### src/rtl/color_readout_defs.svh
`ifndef COLOR_READOUT_DEFS_SVH
`define COLOR_READOUT_DEFS_SVH

// Target address on the serial bus
`define TARGET_ADDR         7'h29

// Result command codes
`define GREEN_RESULT_LOW    8'h12
`define GREEN_RESULT_HIGH   8'h13
`define BLUE_RESULT_LOW     8'h14
`define BLUE_RESULT_HIGH    8'h15
`define INFRARED_RESULT_LOW  8'h16
`define INFRARED_RESULT_HIGH 8'h17

// Value returned when the read phase follows a stop
`define STALE_READ_BYTE     8'h00

// Result reset value
`define RESULT_RESET        16'h0000

// Bits per byte on the bus
`define BITS_PER_BYTE       4'h8

// Lux per count at the longest integration time, in units of 0.1 mlx
`define RES_GAIN_X2         16'h0035
`define RES_GAIN_X1         16'h0069
`define RES_GAIN_X066       16'h009F
`define RES_GAIN_X05        16'h00D2

`endif

### src/rtl/color_readout_pkg.sv
package color_readout_pkg;

  // Link states
  typedef enum logic [2:0] {
    ST_IDLE,
    ST_RX,
    ST_ACK,
    ST_TX,
    ST_TXACK
  } link_state_t;

  // Meaning of the byte being received
  typedef enum logic [1:0] {
    PH_ADDR,
    PH_CMD,
    PH_WDATA
  } rx_phase_t;

  // Integration time 400 ms down to 3.125 ms
  typedef enum logic [2:0] {
    IT_400MS,
    IT_200MS,
    IT_100MS,
    IT_50MS,
    IT_25MS,
    IT_12P5MS,
    IT_6P25MS,
    IT_3P125MS
  } integration_time_t;

  typedef enum logic [1:0] {
    GAIN_X2,
    GAIN_X1,
    GAIN_X066,
    GAIN_X05
  } channel_gain_select_t;

  // Counts handed over by the conversion core
  typedef struct packed {
    logic [15:0] green;
    logic [15:0] blue;
    logic [15:0] infrared;
  } channel_counts_t;

  // Sensitivity settings
  typedef struct packed {
    integration_time_t    integrationTime;
    channel_gain_select_t gain;
    logic                 fullArea;
  } sense_cfg_t;

  // Whole state of the readout block
  typedef struct packed {
    link_state_t     st;
    rx_phase_t       phase;
    logic [3:0]      bitCnt;
    logic [7:0]      shiftIn;
    logic [7:0]      txByte;
    logic [7:0]      ptr;
    logic            cmdFresh;
    logic            readDir;
    logic            hostAck;
    logic            sclPrev;
    logic            sdaPrev;
    logic            sdaOe;
    logic            sdaOut;
    channel_counts_t results;
    logic [15:0]     luxResolution;
  } readout_state_t;

endpackage

### src/rtl/color_sensor_result_readout.sv
`timescale 1ns/1ns
`include "color_readout_defs.svh"

module color_sensor_result_readout (
  // Clock and reset
  input  wire logic                              core_clk,
  input  wire logic                              resetn,
  // Serial bus pins, sampled on core_clk
  input  wire logic                              sclIn,
  input  wire logic                              sdaIn,
  output logic                                   sdaOut,
  output logic                                   sdaOe,
  // Conversion core
  input  wire logic                              measDone,
  input  wire color_readout_pkg::channel_counts_t measCounts,
  input  wire logic                              shutdown,
  // Sensitivity settings and resulting lux per count
  input  wire color_readout_pkg::sense_cfg_t     senseCfg,
  output logic [15:0]                            luxResolution
);

  color_readout_pkg::readout_state_t s_reg;
  color_readout_pkg::readout_state_t s_next;

  logic startSeen;
  logic stopSeen;
  logic sclRise;
  logic sclFall;
  logic [7:0] txNext;

  ////////////////////////////////////////////////////////////////////////////
  // Register map

  function automatic logic [7:0] readByte(
    input logic [7:0]                         code,
    input color_readout_pkg::channel_counts_t r
  );
    logic [7:0] b;
    b = `STALE_READ_BYTE;
    case (code)
      `GREEN_RESULT_LOW:     b = r.green[7:0];
      `GREEN_RESULT_HIGH:    b = r.green[15:8];
      `BLUE_RESULT_LOW:      b = r.blue[7:0];
      `BLUE_RESULT_HIGH:     b = r.blue[15:8];
      `INFRARED_RESULT_LOW:  b = r.infrared[7:0];
      `INFRARED_RESULT_HIGH: b = r.infrared[15:8];
      default:               b = `STALE_READ_BYTE;
    endcase
    return b;
  endfunction

  // Byte for the next read slot; stale pointer after a stop gives zero
  function automatic logic [7:0] nextTx(
    input color_readout_pkg::readout_state_t s
  );
    return s.cmdFresh ? readByte(s.ptr, s.results)
                      : `STALE_READ_BYTE;
  endfunction

  // Lux per count for the active settings
  function automatic logic [15:0] resolutionOf(
    input color_readout_pkg::sense_cfg_t c
  );
    logic [15:0] base;
    logic [15:0] scaled;
    base = `RES_GAIN_X2;
    unique case (c.gain)
      color_readout_pkg::GAIN_X2:   base = `RES_GAIN_X2;
      color_readout_pkg::GAIN_X1:   base = `RES_GAIN_X1;
      color_readout_pkg::GAIN_X066: base = `RES_GAIN_X066;
      color_readout_pkg::GAIN_X05:  base = `RES_GAIN_X05;
    endcase
    scaled = base << c.integrationTime;
    return c.fullArea ? scaled : {scaled[14:0], 1'b0};
  endfunction

  ////////////////////////////////////////////////////////////////////////////
  // Bus conditions

  assign sclRise   = sclIn & ~s_reg.sclPrev;
  assign sclFall   = ~sclIn & s_reg.sclPrev;
  assign startSeen = sclIn & s_reg.sclPrev & s_reg.sdaPrev & ~sdaIn;
  assign stopSeen  = sclIn & s_reg.sclPrev & ~s_reg.sdaPrev & sdaIn;

  // Byte to load at the start of each read slot
  assign txNext    = nextTx(s_reg);

  ////////////////////////////////////////////////////////////////////////////
  // Next state

  always_comb begin
    s_next         = s_reg;
    s_next.sclPrev = sclIn;
    s_next.sdaPrev = sdaIn;
    s_next.sdaOut  = 1'b0;
    s_next.luxResolution = resolutionOf(senseCfg);

    // Results latched only at the end of a conversion, held in shutdown
    if (measDone && !shutdown) begin
      s_next.results = measCounts;
    end

    if (stopSeen) begin
      s_next.st       = color_readout_pkg::ST_IDLE;
      s_next.sdaOe    = 1'b0;
      s_next.cmdFresh = 1'b0;
    end else if (startSeen) begin
      // A repeated start keeps the command pointer valid
      s_next.st     = color_readout_pkg::ST_RX;
      s_next.phase  = color_readout_pkg::PH_ADDR;
      s_next.bitCnt = 4'h0;
      s_next.sdaOe  = 1'b0;
    end else begin
      unique case (s_reg.st)
        color_readout_pkg::ST_IDLE: begin
          s_next.sdaOe = 1'b0;
        end
        color_readout_pkg::ST_RX: begin
          if (sclRise && s_reg.bitCnt != `BITS_PER_BYTE) begin
            s_next.shiftIn = {s_reg.shiftIn[6:0], sdaIn};
            s_next.bitCnt  = s_reg.bitCnt + 4'h1;
          end else if (sclFall && s_reg.bitCnt == `BITS_PER_BYTE) begin
            s_next.bitCnt = 4'h0;
            s_next.st     = color_readout_pkg::ST_ACK;
            s_next.sdaOe  = 1'b1;
            unique case (s_reg.phase)
              color_readout_pkg::PH_ADDR: begin
                if (s_reg.shiftIn[7:1] == `TARGET_ADDR) begin
                  s_next.readDir = s_reg.shiftIn[0];
                end else begin
                  s_next.st    = color_readout_pkg::ST_IDLE;
                  s_next.sdaOe = 1'b0;
                end
              end
              color_readout_pkg::PH_CMD: begin
                s_next.ptr      = s_reg.shiftIn;
                s_next.cmdFresh = 1'b1;
              end
              default: begin
                // Result registers are read-only; written bytes are dropped
              end
            endcase
          end
        end
        color_readout_pkg::ST_ACK: begin
          if (sclFall) begin
            if (s_reg.phase == color_readout_pkg::PH_ADDR && s_reg.readDir)
            begin
              s_next.txByte = txNext;
              s_next.sdaOe  = ~txNext[7];
              s_next.st     = color_readout_pkg::ST_TX;
            end else begin
              s_next.sdaOe = 1'b0;
              s_next.st    = color_readout_pkg::ST_RX;
              s_next.phase = (s_reg.phase == color_readout_pkg::PH_ADDR)
                             ? color_readout_pkg::PH_CMD
                             : color_readout_pkg::PH_WDATA;
            end
          end
        end
        color_readout_pkg::ST_TX: begin
          if (sclRise) begin
            s_next.bitCnt = s_reg.bitCnt + 4'h1;
          end else if (sclFall) begin
            if (s_reg.bitCnt == `BITS_PER_BYTE) begin
              s_next.bitCnt = 4'h0;
              s_next.sdaOe  = 1'b0;
              s_next.st     = color_readout_pkg::ST_TXACK;
            end else begin
              s_next.txByte = {s_reg.txByte[6:0], 1'b0};
              s_next.sdaOe  = ~s_reg.txByte[6];
            end
          end
        end
        color_readout_pkg::ST_TXACK: begin
          if (sclRise) begin
            s_next.hostAck = ~sdaIn;
            if (!sdaIn) begin
              s_next.ptr = s_reg.ptr + 8'h01;
            end
          end else if (sclFall) begin
            if (s_reg.hostAck) begin
              s_next.txByte = txNext;
              s_next.sdaOe  = ~txNext[7];
              s_next.st     = color_readout_pkg::ST_TX;
            end else begin
              s_next.st = color_readout_pkg::ST_IDLE;
            end
          end
        end
      endcase
    end
  end

  ////////////////////////////////////////////////////////////////////////////
  // State register

  always_ff @(posedge core_clk) begin
    if (!resetn) begin
      s_reg               <= '0;
      s_reg.st            <= color_readout_pkg::ST_IDLE;
      s_reg.phase         <= color_readout_pkg::PH_ADDR;
      s_reg.sclPrev       <= 1'b1;
      s_reg.sdaPrev       <= 1'b1;
      s_reg.results       <= {`RESULT_RESET, `RESULT_RESET, `RESULT_RESET};
      s_reg.luxResolution <= `RES_GAIN_X2;
    end else begin
      s_reg <= s_next;
    end
  end

  assign sdaOut        = s_reg.sdaOut;
  assign sdaOe         = s_reg.sdaOe;
  assign luxResolution = s_reg.luxResolution;

endmodule // color_sensor_result_readout

### config.mk
export PLATFORM = sky130hd
export DESIGN_NAME = color_sensor_result_readout
export DESIGN_NICKNAME = d
export VERILOG_FILES = /design/src/rtl/color_readout_pkg.sv /design/src/rtl/color_sensor_result_readout.sv
export VERILOG_INCLUDE_DIRS = /design/src /design/src/rtl
export SDC_FILE = /design/constraint.sdc
export NUM_CORES = 1
export LEC_CHECK = 0
export BUFFER_PORTS_ARGS = -buffer_cell sky130_fd_sc_hd__buf_2
export CAP_MARGIN = 20
export CORE_MARGIN = 3
export CORE_UTILIZATION = 52
export DETAILED_ROUTE_END_ITERATION = 12
export PLACE_DENSITY = 0.72
export REMOVE_ABC_BUFFERS = 1
export SETUP_SLACK_MARGIN = 0.05
export SYNTH_ARGS = -nofsm -noshare
export SYNTH_HDL_FRONTEND = slang
export SYNTH_SLANG_ARGS = --single-unit
### constraint.sdc
create_clock -name core_clk -period 2.75 [get_ports core_clk]
set_clock_uncertainty 0.15 [all_clocks]
set_input_delay 0.55 -clock core_clk [delete_from_list [all_inputs] [get_ports core_clk]]
set_output_delay 0.55 -clock core_clk [all_outputs]
set_load 0.01 [all_outputs]
Word level (Yosys, flattened, before mapping)
Cells that the tools add are included.

storage, ports and cells
  register bits after elaboration = 104
  bits of input ports = 60

operators by class
  equal/unequal tests = 43
  shift-type cells = 1
  add/subtract/negate cells = 2
  reductions and logical operators = 28
  muxes and demuxes = 57
  bitwise logic cells = 17

operators with widths
  cell                                            count
  2-to-1 mux 8 bit                                11
  one-hot mux 16 bit (4 select lines)             1
  == test 8 x 5 -> 1 bit (second input constant)  6
  one-hot mux 8 bit (6 select lines)              1
  inequality test 2 bit (second input constant)   14
  2-to-1 mux 3 bit                                8
  inequality test 3 bit (second input constant)   8
  one-hot mux 8 bit (3 select lines)              1
  2-to-1 mux 10 bit                               2
  2-to-1 mux 4 bit                                5
  AND reduction 9 bit                             2
  2-to-1 mux 16 bit                               1
  inequality test 4 bit (second input constant)   4
  one-hot mux 8 bit (2 select lines)              1
  AND reduction 8 bit                             2
  << shifter 16 x 3 -> 16 bit                     1
  2-to-1 mux 1 bit                                14
  2-to-1 mux 2 bit                                6
  one-hot mux 3 bit (4 select lines)              1
  AND reduction 4 bit                             3
  AND reduction 11 bit                            1
  NOT 1 bit                                       10
  AND reduction 5 bit                             2
  2-to-1 mux 9 bit                                1
  other kinds (26)                                42

Logic depth before layout (Yosys ltp)
  depth after elaboration = 8
  depth in mapped cells = 8
  gate-level depth less buffers = 7

Worst setup path after synthesis
Ideal clock, no wire load.

  path type = in2reg
  from = in senseCfg[1] in the netlist's numbering
  to = reg, netlist name luxResolution[11]
  stages on the path = 7
  path slack = 557 ps
  library setup time = 70 ps
  arrival time = 1,973 ps
  required time = 2,530 ps
  cells stage by stage = inv_1 > ha_1 > inv_1 > mux4_2 > o22a_1 > or2_2 > a21oi_1

between the ends
  longest elaborated chain between the ends = 4
  elaborated cells on any way between the ends = 7

RTL lines
  element                                  line                               source
  start, declared                          color_sensor_result_readout.sv:18  input wire color_readout_pkg::sense_cfg_t senseCfg,
  == test 2 bit (tied with other cells)    color_sensor_result_readout.sv:67  unique case (c.gain)
  one-hot mux 16 bit (4 select lines) (*)  color_sensor_result_readout.sv:67
  << shifter 16 x 3 -> 16 bit (*)          color_sensor_result_readout.sv:73  scaled = base << c.integrationTime;
  2-to-1 mux 16 bit (*)                    color_sensor_result_readout.sv:74  return c.fullArea ? scaled : {scaled[14:0], 1'b0};

Mark *: on every way between the ends. The rest lies on a longest branch, timed or not. The select of a mux whose other input is x is not followed.
A chain may end at the register's enable or synchronous reset.

Worst setup path in the final report
  from = reg s_reg[103] in the netlist's numbering
  to = reg s_reg[71] in the netlist's numbering

between the ends
  longest elaborated chain between the ends = 3
  elaborated cells on any way between the ends = 10

RTL lines
  element                                                                  line                                source
  start, declared                                                          color_sensor_result_readout.sv:22   color_readout_pkg::readout_state_t s_reg;
  start signal, assigned                                                   color_sensor_result_readout.sv:208  s_reg <= s_next;
  == test 3 x 1 -> 1 bit / == test 3 bit (equally long branches)           color_sensor_result_readout.sv:114  unique case (s_reg.st)
  inequality test 2 x 1 -> 1 bit (no source line) (tied with other cells)  -
  AND reduction 8 bit (no source line)                                     -

Several ways; a longest one is shown, not always the timed one.

==> results.toml <==
[cells_and_area]
layout.cells.most_common = "nand2_1"
area.growth.synth_to_final_pct = 10.8
final_area_mm2 = 0.00551
finalNonFillerCells = 792
flip_flop_count_of_the_largest_register_after_layout = 85
layout.cells.most_common_list = "nand2_1, dfxtp_1, buf_2"
drive_above_1_share_pct = 18.1
antenna_cells = 0
final_stage_net_count = 728

[synth]
synthCells = 619
synth_sequential_area_ratio_pct = 41.1
yosys_register_bits = 102
ys_warn_count = 0
yosys.area.top_type_share_pct = 41.1
synth.top_cells.by_area = "dfxtp_1, nand2_1, a21oi_1, nor2_1, o21ai_0"
synth_area_per_cell_um2 = 8.02
async_flop_share_pct = 0
synth_area_leader_cell = "dfxtp_1"
synth-edff-count = 0
postSynth.topFlopCell = "dfxtp_1"
yosys.cell_types.count = 66
mappedNetlistArea_mm2 = 0.00497

[placed_design]
pre_cts_ws_ns = 0.230
hpwl_um = 8300
place.port_buffers = 76
gp_routability_congestion = 0.914
place_area_mm2 = 0.00531
numPlacedInstances = 776

[power]
p_comb_share_pct = 10.6
seqPwrFrac_pct = 55.3
p_switching_mw = 0.732
switching_power_as_a_share_of_total_power_pct = 26.0
power_density_mw_per_mm2 = 510
worst_ir_drop_vdd_mv = 0.312
cellLeakagePower_nw = 2.19
cell_internal_pwr_mw = 2.08
p_clk_share_pct = 34.2

[timing]
final.setup.tns_ns = 0
rsz0062_at_grt = "false"
slew_violations = 0
max_freq_ghz = 0.428
worst_hold_check_slack_ns = 0.247
timing_hold_violations_final = 0
timing_worst_slew_pin_value_ns = 0.638
slew-limit-headroom_pct = 57.4
final.period_utilization_pct = 85.0
final_report_setup_violation_count = 0
timing.final.crit_period_ns = 2.34
worst_slack_ns = 0.412

[die]
die_w_um = 104
die_height_um = 104
core-area_mm2 = 0.00924
floorplan.io_pins = 78
floorplan.initialDensity_pct = 53.8
core.rowCount = 35
die-area_mm2 = 0.0108

[global_routing]
grt_start_max_net_pins = 49
wire_length_of_the_first_global_routing_pass_um = 20100
antenna_violations_before_repair = 0
grt_util_all_layers_pct = 22.2
global_route.overflow_total = 0
via_count_of_the_first_global_routing_pass = 4361

[clock_tree]
worst_skew_pair.late_latency_ns = 0.38
clk_pin_slew_worst_paths_ns = 0.10
cts.path.max_buffers = 2
cts_tree = "done"
numClockSinks = 102
cts.root.buffer_cell = "clkbuf_8"
cts-hold-fix-buffers = 0
h-tree-depth = 3
number_of_gates_resized_after_cts = 0
tritoncts.num_buffers = 9
cts_setup_buffers = 0

[drt]
drt-pass1-iter-count = 5
detail_route.vias_per_cell = 5.73
detailroute.via_count = 4536
drt_drc_violations_left = 0
route.antenna.remaining_nets = 0
finalWirelength_um = 11900
routed_wire_length_per_instance_um = 15.0
drt_first_iter_violations = 232

[setup_path]
critPathMaxFanout = 13
worst_r2r_path_depth = 5
cp-start-kind = "register"
cp_data_arrival_time_ns = 2.41
setup.worst_path.end_class = "register"
required_ns = 2.82
critical_path.reg2reg.startpoint = "s_reg[103]"
r2r_setup_slack_ns = 0.41
regToRegEndpoint = "s_reg[71]"
critical_setup_path_class = "register to register"

[hold_path]
worst_hold_path_type = "input port to register"
timing.hold.worst_path_depth = 3
sink_of_the_worst_hold_path = "s_reg[47]"
hp-start = "measCounts[31]"

[run]
number_of_maximum_capacitance_violations = 0

[outcome]
run_status = "completed"
layout make-up:
cell class	count	area, um^2
Fill cell	883	3730
Sequential cell	102	2040
Tap cell	129	161
Clock buffer	10	128
Timing Repair Buffer	89	490
Inverter	13	48.8
Multi-Input combinational cell	443	2570
Clock inverter	6	66.3
critical path, cell delays in order, from the launching register on:
cell      delay (ns)
dfxtp_1         0.56
or3b_1          0.41
or3_4           0.39
a22o_1          0.34
a221oi_1        0.26
a211oi_1        0.08
cells in the mapped netlist (all sizes together) (3+ instances only):
| library cell | count |
|---|---|
| nand2 | 120 |
| clkbuf | 32 |
| inv | 12 |
| dfxtp | 102 |
| a21oi | 74 |
| a221o | 7 |
| and3b | 4 |
| nand3 | 20 |
| a222oi | 8 |
| mux2i | 11 |
| nor3 | 19 |
| nand2b | 11 |
| buf | 29 |
| a31oi | 6 |
| nor2b | 5 |
| a32oi | 7 |
| a21o | 4 |
| o21ai | 28 |
| o22ai | 4 |
| a211oi | 7 |
| nor2 | 44 |
| ha | 10 |
| a221oi | 8 |
| mux2 | 3 |
| xnor2 | 3 |
| nor3b | 3 |
kinds of logic after synthesis:
kind of cell | Yosys count | share of synthesized area (%)
DFF | 102 | 41.1
xor gates and xnor gates | 5 | 0.882
AOI/OAI and AO/OA | 169 | 21.8
other | 1 | 0.0755
muxes | 16 | 3.80
and+or+nand+nor | 242 | 22.5
adders and majority gates | 10 | 2.52
buffers and inverters | 74 | 7.33
through the flow:
stage               utilization, %  power (mW)
global route                  59.6        2.92
floorplan                        -        1.75
CTS                           59.6        2.81
global placement              57.5        1.87
detailed placement            57.5        1.88
finish                        59.6        2.81
power groups by stage:
stage                     registers, mW  logic [mW]  clock network (mW)
after floorplan                    1.59       0.159                   0
after global placement             1.59       0.288                   0
after detailed placement           1.59       0.296                   0
after CTS                          1.55       0.297               0.963
after global routing               1.56       0.332                1.03
final                              1.55       0.297               0.960
how the worst max path moves through the flow:
stage / start / depth (start not counted) / slack [ns] / end
global route: s_reg[103] / 5 / 0.28 / s_reg[71]
global placement: senseCfg[1] / 8 / 0.35 / luxResolution[11]
floorplan: shutdown / 3 / 0.15 / s_reg[16]
finish: s_reg[103] / 5 / 0.41 / s_reg[71]
CTS: s_reg[103] / 5 / 0.44 / s_reg[72]
detailed placement: senseCfg[1] / 8 / 0.23 / luxResolution[8]
metal layers:
| metal | vias up | track usage [%] | wire length [um] |
|---|---|---|---|
| met2 | 132 | 37.5 | 5740 |
| met5 | - | 0 | 0 |
| met1 | 2132 | 28.1 | 5330 |
| met3 | 20 | 4.98 | 603 |
| met4 | 0 | 7.50 | 214 |
| li1 | 2252 | - | - |
Note: power is estimated with default switching activity, not from simulation.
